`config.mk`:
```
export PLATFORM = sky130hd
export DESIGN_NAME = uax_aux_modes
export DESIGN_NICKNAME = d
export VERILOG_FILES = /design/src/design/uax_aux_modes.v
export VERILOG_INCLUDE_DIRS = /design/src /design/src/design
export SDC_FILE = /design/constraint.sdc
export NUM_CORES = 1
export LEC_CHECK = 0
export BUFFER_PORTS_ARGS = -buffer_cell sky130_fd_sc_hd__buf_2
export CAP_MARGIN = 5
export CELL_PAD_IN_SITES_DETAIL_PLACEMENT = 1
export CELL_PAD_IN_SITES_GLOBAL_PLACEMENT = 2
export CORE_MARGIN = 2
export CORE_UTILIZATION = 35
export CTS_CLUSTER_SIZE = 40
export DETAILED_ROUTE_END_ITERATION = 12
export HOLD_SLACK_MARGIN = 0.03
export PLACE_DENSITY_LB_ADDON = 0.2
export SYNTH_ARGS = -nofsm -noshare
export SYNTH_HDL_FRONTEND = slang
export SYNTH_SLANG_ARGS = --single-unit
export TNS_END_PERCENT = 20
```
`constraint.sdc`:
```
create_clock -name clk -period 5.4 [get_ports clk]
set_input_delay 0.54 -clock clk [delete_from_list [all_inputs] [get_ports clk]]
set_output_delay 0.54 -clock clk [all_outputs]
set_load 0.02 [all_outputs]
```
`src/design/uax_defines.vh`:
```
// Constants for the auxiliary-mode block of one serial channel
`ifndef UAX_DEFINES_VH
`define UAX_DEFINES_VH
`define UAX_ADDR_INT_EN 3'h1
`define UAX_ADDR_INT_STAT 3'h2
`define UAX_ADDR_ENH_FEAT 3'h2
`define UAX_ADDR_LINE_CTRL 3'h3
`define UAX_ADDR_MODEM_CTRL 3'h4
`define UAX_ADDR_MODEM_STAT 3'h6
`define UAX_ADDR_SPC 3'h7
`define UAX_LINE_CTRL_ENH 8'hbf
`define UAX_INT_EN_SLEEP 4
`define UAX_ENH_FEAT_SPECIAL 5
`define UAX_INT_STAT_SPECIAL 4
`define UAX_MODEM_CTRL_IRINV 2
`define UAX_MODEM_CTRL_LOOP 4
`define UAX_MODEM_CTRL_IR 6
`define UAX_IR_PULSE 8'h03
`define UAX_OVS 16
`define UAX_CHAR_BASE 10'h007
`define UAX_RST_BYTE 8'h00
`define UAX_INT_STAT_IDLE 8'h01
`define UAX_BAUD_DIV 16'h0001
`endif

```
`src/design/uax_aux_modes.v`:
```
// Special character detect, infrared codec, auto sleep and loopback of one channel
// Functional notes
// - Compare characters only when special-enable set
// - Matched character still goes to FIFO
// - Match sets special flag in status
// - Compare only programmed word-length bits
// - Register bit 0 is first bit
// - Wait two characters before sending stop
// - Zero bit gives 3/16 high pulse
// - Infrared enable bit turns codec on
// - Infrared transmit and receive idle low
// - Light pulse decodes as logic one
// - Invert bit flips infrared receive input
// - Sleep needs idle, enabled, quiet, high lines
// - Oscillator output stops while asleep
// - Wake on start edge, write, modem change
// - Return to sleep once conditions hold
// - Modem status read clears change bits
// - Auto sleep until enable bit cleared
// - Loopback bit enables internal loopback
// - Transmit shifter feeds receive shifter
// - Loopback holds outputs, ignores modem inputs
// - No auto flow control in loopback
// - Special register at seven under 0xBF
`timescale 1ns/100ps
`include "uax_defines.vh"
module uax_aux_modes #(
  parameter BAUD_DIV = `UAX_BAUD_DIV
) (
  input wire clk,
  input wire rst,
  input wire [2:0] addr,
  input wire [7:0] wdata,
  input wire wr,
  input wire rd,
  output reg [7:0] rdata,
  input wire tx_bit,
  input wire tx_active,
  input wire tx_hold_write,
  input wire rx_char_valid,
  input wire [7:0] rx_char,
  input wire rx_trigger,
  input wire other_idle,
  input wire other_rx_high,
  input wire rx_pin,
  input wire cts_n,
  input wire dsr_n,
  input wire cd_n,
  input wire ri_n,
  input wire osc_in,
  output reg tx_pin,
  output reg rts_n,
  output reg dtr_n,
  output reg rx_serial,
  output reg fifo_wr,
  output reg [7:0] fifo_data,
  output reg send_stop_char,
  output reg sleep_req,
  output reg osc_out,
  output reg flow_allowed,
  output reg tick16
);

  // Sleep controller states
  localparam ST_AWAKE = 1'b0;
  localparam ST_ASLEEP = 1'b1;

  // Host-visible registers
  reg [7:0] interrupt_enable_reg_r;
  reg [7:0] enhanced_feature_reg_r;
  reg [7:0] line_control_reg_r;
  reg [7:0] modem_control_reg_r;
  reg [7:0] special_char_value_r;

  // Status flags
  reg special_r;
  reg [3:0] modem_delta_r;
  reg [3:0] modem_prev_r;

  // Tick divider and infrared encoder
  reg [15:0] div_r;
  reg [3:0] tick_r;
  reg [7:0] pulse_r;

  // Sleep, stop-character timer and read path
  reg rx_prev_r;
  reg sleep_state_r;
  reg sleep_state_nxt;
  reg wait_r;
  reg [9:0] wait_cnt_r;
  reg [7:0] mask;
  reg [9:0] char_ticks;
  reg [7:0] rdata_nxt;

  wire enh = (line_control_reg_r == `UAX_LINE_CTRL_ENH);
  wire loop = modem_control_reg_r[`UAX_MODEM_CTRL_LOOP];
  wire ir = modem_control_reg_r[`UAX_MODEM_CTRL_IR];
  wire ir_inv = modem_control_reg_r[`UAX_MODEM_CTRL_IRINV];
  wire tick = (div_r == 16'h0000);
  wire [15:0] div_nxt = tick ? (BAUD_DIV[15:0] - 16'h0001) : (div_r - 16'h0001);
  wire modem_stat_rd = rd && !enh && (addr == `UAX_ADDR_MODEM_STAT);
  wire int_stat_rd = rd && !enh && (addr == `UAX_ADDR_INT_STAT);
  wire any_irq = special_r || (|modem_delta_r);
  // Two characters of sixteen ticks per bit
  wire [9:0] wait_last = {char_ticks[4:0], 5'h00} - 10'h001;
  wire [3:0] modem_now;
  wire [3:0] modem_change;
  wire match;
  wire rx_eff;
  wire wake;
  wire can_sleep;

  assign modem_now = loop ?
    {modem_control_reg_r[3], modem_control_reg_r[2],
    modem_control_reg_r[0], modem_control_reg_r[1]} :
    {~cd_n, ~ri_n, ~dsr_n, ~cts_n};
  assign modem_change = modem_now ^ modem_prev_r;

  assign match = enhanced_feature_reg_r[`UAX_ENH_FEAT_SPECIAL] && rx_char_valid &&
    (((rx_char ^ special_char_value_r) & mask) == 8'h00);

  assign rx_eff = ir ? (rx_pin ^ ir_inv) : rx_pin;

  assign wake = (rx_prev_r && !rx_pin) || tx_hold_write || (|modem_change);

  assign can_sleep = interrupt_enable_reg_r[`UAX_INT_EN_SLEEP] && !any_irq && other_idle &&
    (modem_delta_r == 4'h0) && rx_pin && other_rx_high && !tx_active;

  always @* begin
    case (line_control_reg_r[1:0])
      2'h0: begin
        mask = 8'h1f;
      end
      2'h1: begin
        mask = 8'h3f;
      end
      2'h2: begin
        mask = 8'h7f;
      end
      default: begin
        mask = 8'hff;
      end
    endcase
  end

  always @* begin
    char_ticks = `UAX_CHAR_BASE + {8'h00, line_control_reg_r[1:0]};
    if (line_control_reg_r[2]) begin
      char_ticks = char_ticks + 10'h001;
    end
    if (line_control_reg_r[3]) begin
      char_ticks = char_ticks + 10'h001;
    end
  end

  // Host register writes
  always @(posedge clk) begin
    if (rst) begin
      interrupt_enable_reg_r <= `UAX_RST_BYTE;
      enhanced_feature_reg_r <= `UAX_RST_BYTE;
      line_control_reg_r <= `UAX_RST_BYTE;
      modem_control_reg_r <= `UAX_RST_BYTE;
      special_char_value_r <= `UAX_RST_BYTE;
    end else if (wr) begin
      if (addr == `UAX_ADDR_LINE_CTRL) begin
        line_control_reg_r <= wdata;
      end else if (addr == `UAX_ADDR_MODEM_CTRL && !enh) begin
        modem_control_reg_r <= wdata;
      end else if (addr == `UAX_ADDR_INT_EN && !enh) begin
        interrupt_enable_reg_r <= wdata;
      end else if (addr == `UAX_ADDR_ENH_FEAT && enh) begin
        enhanced_feature_reg_r <= wdata;
      end else if (addr == `UAX_ADDR_SPC && enh) begin
        special_char_value_r <= wdata;
      end
    end
  end

  // Status flags; a set in the cycle of its clearing read wins
  always @(posedge clk) begin
    if (rst) begin
      special_r <= 1'b0;
      modem_delta_r <= 4'h0;
      modem_prev_r <= 4'h0;
    end else begin
      modem_prev_r <= modem_now;
      special_r <= match | (special_r & ~int_stat_rd);
      modem_delta_r <= modem_change | (modem_delta_r & {4{~modem_stat_rd}});
    end
  end

  // Read mux; unmapped or wrong-bank reads return zero
  always @* begin
    rdata_nxt = 8'h00;
    case (addr)
      `UAX_ADDR_INT_EN: begin
        if (!enh) begin
          rdata_nxt = interrupt_enable_reg_r;
        end
      end
      `UAX_ADDR_INT_STAT: begin
        if (enh) begin
          rdata_nxt = enhanced_feature_reg_r;
        end else if (any_irq) begin
          rdata_nxt[`UAX_INT_STAT_SPECIAL] = special_r;
        end else begin
          rdata_nxt = `UAX_INT_STAT_IDLE;
        end
      end
      `UAX_ADDR_LINE_CTRL: begin
        rdata_nxt = line_control_reg_r;
      end
      `UAX_ADDR_MODEM_CTRL: begin
        if (!enh) begin
          rdata_nxt = modem_control_reg_r;
        end
      end
      `UAX_ADDR_MODEM_STAT: begin
        if (!enh) begin
          rdata_nxt = {modem_now, modem_delta_r};
        end
      end
      `UAX_ADDR_SPC: begin
        if (enh) begin
          rdata_nxt = special_char_value_r;
        end
      end
      default: begin
        rdata_nxt = 8'h00;
      end
    endcase
  end

  // Read data stands for exactly one cycle
  always @(posedge clk) begin
    if (rst) begin
      rdata <= 8'h00;
    end else if (rd) begin
      rdata <= rdata_nxt;
    end else begin
      rdata <= 8'h00;
    end
  end

  // Sampling tick divider
  always @(posedge clk) begin
    if (rst) begin
      div_r <= 16'h0000;
      tick16 <= 1'b0;
    end else begin
      div_r <= div_nxt;
      tick16 <= tick;
    end
  end

  always @(posedge clk) begin
    if (rst) begin
      fifo_wr <= 1'b0;
      fifo_data <= 8'h00;
    end else begin
      fifo_wr <= rx_char_valid;
      fifo_data <= rx_char;
    end
  end

  // Three-tick pulse per zero
  // The slot count runs free, so tx_bit must change on slot starts
  always @(posedge clk) begin
    if (rst) begin
      tick_r <= 4'h0;
      pulse_r <= 8'h00;
    end else if (tick) begin
      tick_r <= tick_r + 4'h1;
      if (tick_r == 4'h0) begin
        pulse_r <= tx_bit ? 8'h00 : `UAX_IR_PULSE;
      end else if (pulse_r != 8'h00) begin
        pulse_r <= pulse_r - 8'h01;
      end
    end
  end

  // Line pins
  always @(posedge clk) begin
    if (rst) begin
      tx_pin <= 1'b1;
      rts_n <= 1'b1;
      dtr_n <= 1'b1;
      rx_serial <= 1'b1;
      flow_allowed <= 1'b1;
    end else begin
      // Auto flow control off in loopback
      flow_allowed <= ~loop;
      if (loop) begin
        tx_pin <= ~ir;
        rts_n <= 1'b1;
        dtr_n <= 1'b1;
        rx_serial <= tx_bit;
      end else begin
        if (ir) begin
          tx_pin <= tx_active && (pulse_r != 8'h00);
        end else begin
          tx_pin <= tx_bit;
        end
        rts_n <= ~modem_control_reg_r[1];
        dtr_n <= ~modem_control_reg_r[0];
        rx_serial <= rx_eff;
      end
    end
  end

  always @(posedge clk) begin
    if (rst) begin
      wait_r <= 1'b0;
      wait_cnt_r <= 10'h000;
      send_stop_char <= 1'b0;
    end else begin
      send_stop_char <= 1'b0;
      if (!rx_trigger) begin
        wait_r <= 1'b0;
        wait_cnt_r <= 10'h000;
      end else if (!wait_r && tick) begin
        if (wait_cnt_r == wait_last) begin
          wait_r <= 1'b1;
          send_stop_char <= 1'b1;
        end else begin
          wait_cnt_r <= wait_cnt_r + 10'h001;
        end
      end
    end
  end

  always @* begin
    sleep_state_nxt = sleep_state_r;
    case (sleep_state_r)
      ST_AWAKE: begin
        if (can_sleep && !wake) begin
          sleep_state_nxt = ST_ASLEEP;
        end
      end
      ST_ASLEEP: begin
        if (wake || !can_sleep) begin
          sleep_state_nxt = ST_AWAKE;
        end
      end
      default: begin
        sleep_state_nxt = ST_AWAKE;
      end
    endcase
  end

  always @(posedge clk) begin
    if (rst) begin
      sleep_state_r <= ST_AWAKE;
      rx_prev_r <= 1'b1;
      sleep_req <= 1'b0;
      osc_out <= 1'b0;
    end else begin
      sleep_state_r <= sleep_state_nxt;
      // Edge detector resets to the mark level, so reset makes no start edge
      rx_prev_r <= rx_pin;
      sleep_req <= (sleep_state_r == ST_ASLEEP);
      osc_out <= (sleep_state_r == ST_ASLEEP) ? 1'b0 : osc_in;
    end
  end
endmodule // uax_aux_modes

```
==> flow_summary.ini <==
[logic_synthesis]
synth_edf_count = 0
yosysUniqueCellTypes = 53
synthArstFlopShare = 0
yosysTopAreaCell = dfxtp_1
synth_fp_nets = 624
yosys_warnings = 0
synth_ff_type = dfxtp_1
netlist.area_leader.share = 0.452
synthTopCellsByArea = dfxtp_1 45%, mux2i_1 5.9%, nor2_1 4.8%, xnor2_1 4.6%, nand2_1 4.3%
synth_area_um2 = 5090
synth-seq-area-share = 0.452
synthCells = 576
syn_avg_cell_area_um2 = 8.84
synth-seq-cells = 115

[clocking]
cts.clk_slew.worst_paths_ns = 0.05
clockRootBuffer = clkbuf_16
post_cts_resized = 0
cts_buffer_depth = 2
h-tree-depth = 4
cts_tree = built
clock_latency_ns = 0.41
cts-hold-fix-buffers = 0
clock_sinks = 115
postCtsSetupRepairBufs = 0
cts_buffers = 17

[critical_path]
crit_start = line_control_reg_r[0]
path_class = reg2reg
cp_data_arrival_time_ns = 4.24
r2r-start = line_control_reg_r[0]
cp_max_fo = 18
r2r.worst_path.cells = 12
startpoint_type = flip-flop
end_kind = flip-flop
r2r_slack_ns = 1.50
crit_end = wait_cnt_r[7]
cp.required_ns = 5.74
rr_endpoint = wait_cnt_r[7]

[placed_design]
gp_congestion = 0.830
port_buffers = 61
place_area_um2 = 5560
dp_hpwl_um = 9940
placedCellCount = 799

[detailed_routing]
via_count = 4345
drc = 0
routedWlPerCell_um = 16.8
dr.pass1.iters = 4
ant_nets = 0
via_per_inst = 5.22
routed_wl_um = 13900
drt_iter0_drc = 209

[sta]
totalNegativeSetupSlack_ns = 0
rsz0062_at_grt = no
slew_headroom = 0.277
min_period_ns = 3.90
fin_skew_ns = 0.00597
finalSetupViolations = 0
maxSlewViolCount = 0
hold_violations = 0
fin_crit_sh = 0.722
fmax_mhz = 257
worstMarginPinSlew_ns = 1.07
whs_ns = 0.366

[worst_hold_path]
hold_path.class = in2reg

[floorplanning]
ios = 62
die_w_um = 125
die_area_um2 = 15500
coreArea_um2 = 14400
fp.dieH_um = 125
start_util = 0.354
rows = 44

[global_route]
track_usage = 0.186
antenna_found_initial = 0
grt_max_degree = 77
grt_pass1_vias = 4430
overflow = 0
grt_pass1_wl_um = 23100

[cells_and_area]
largestRegisters = div_r x16, wait_cnt_r x10
nets = 683
design_area_um2 = 6160
synthToLayoutAreaGrowth_pct = 20.9
nFillCells = 1694
largest_reg_flops = 16
drive_above_1_share = 0.162
largest_register = div_r
antenna_cells = 0
final_core_util = 0.428
stdcell_count = 832

[job]
drv_cap = 0

[power]
ir_drop_uv = 213
power_density_nw_per_um2 = 373
leakage_nw = 2.40

[status]
outcome = completed
## worst min-delay path by stage
| stage | startpoint | to | slack [ns] | depth (start not counted) |
|---|---|---|---|---|
| 2_1_floorplan | modem_control_reg_r[0] | dtr_n | 0.38 | 1 |
| 3_3_place_gp | sleep_state_r | osc_out | 0.40 | 1 |
| 3_5_place_dp | sleep_state_r | osc_out | 0.41 | 1 |
| 4_1_cts | rx_char[1] | fifo_data[1] | 0.36 | 2 |
| 5_1_grt | rx_char[2] | fifo_data[2] | 0.37 | 2 |
| 6_report | rx_char[5] | fifo_data[5] | 0.37 | 2 |
## worst max-delay path: stages, from the launching register on
cell	delay, ns
dfxtp_1	0.49
inv_1	0.14
ha_1	0.37
xnor2_1	0.15
ha_1	0.28
o221ai_1	0.28
ha_1	0.25
inv_1	0.05
or4b_1	0.55
xor2_1	0.19
a41o_1	0.38
or4_1	0.57
a21oi_1	0.14
## logic make-up (layout without fill, tap and decap cells)
group / Yosys count / in the layout / share of synthesized area
flip-flops: 115 / 115 / 0.452
multiplexers: 32 / 32 / 0.0634
AO/OA/AOI/OAI: 96 / 96 / 0.116
adder cells (fa/ha/maj): 12 / 12 / 0.0295
AND/OR/NAND/NOR: 234 / 234 / 0.229
XOR/XNOR: 42 / 42 / 0.0752
buffers and inverters: 45 / 117 / 0.0344
## layer usage
layer,up-vias,routed length (um),GRT usage
li1,2133,-,-
met1,2127,6800,0.249
met2,73,6500,0.299
met3,12,475,0.0455
met4,0,172,0.0562
met5,-,0,0
## cells in the final DEF, fill, tap and decap left out, drive strengths merged, types with 6 or more instances in the layout
| master | count |
|---|---|
| a21oi | 37 |
| a22oi | 15 |
| a31oi | 14 |
| and2 | 6 |
| buf | 66 |
| clkbuf | 23 |
| dfxtp | 115 |
| ha | 12 |
| inv | 19 |
| mux2i | 30 |
| nand2 | 60 |
| nand3 | 18 |
| nand4 | 8 |
| nor2 | 65 |
| nor2b | 14 |
| nor3 | 21 |
| nor3b | 6 |
| nor4 | 6 |
| o21ai | 12 |
| or3 | 9 |
| xnor2 | 27 |
| xor2 | 14 |
## where the power goes
part	internal (mW)	total, mW	switching [mW]
combinational	0.109	0.268	0.159
sequential	0.887	0.916	0.0287
clock	0.724	1.11	0.387
## cell usage after synthesis (all sizes together) (8+ instances only)
cell type and n:
or3 9, nand2 60, a31oi 14, nand4 8
nor2b 14, a21oi 37, dfxtp 115, ha 12
xnor2 27, mux2i 30, clkbuf 21, nor2 65
xor2 14, nand3 18, nor3 21, a22oi 15
inv 19, o21ai 12
## through the flow
stage / power, mW / setup slack [ns]
after detailed placement: 1.20 / 1.48
after global routing: 2.40 / 1.23
after floorplan: 1.12 / 2.06
after global placement: 1.19 / 1.72
final: 2.29 / 1.50
after CTS: 2.32 / 1.47
## layout make-up
type,instances,area (um2),area share
clock buffers,23,488,0.0793
clock inverters,9,103,0.0167
inverters,19,71.3,0.0116
multi-input cells,416,2620,0.426
flip-flops and latches,115,2300,0.374
well taps,184,230,0.0374
repair buffers,66,340,0.0553
(Power assumes the default switching activity.)
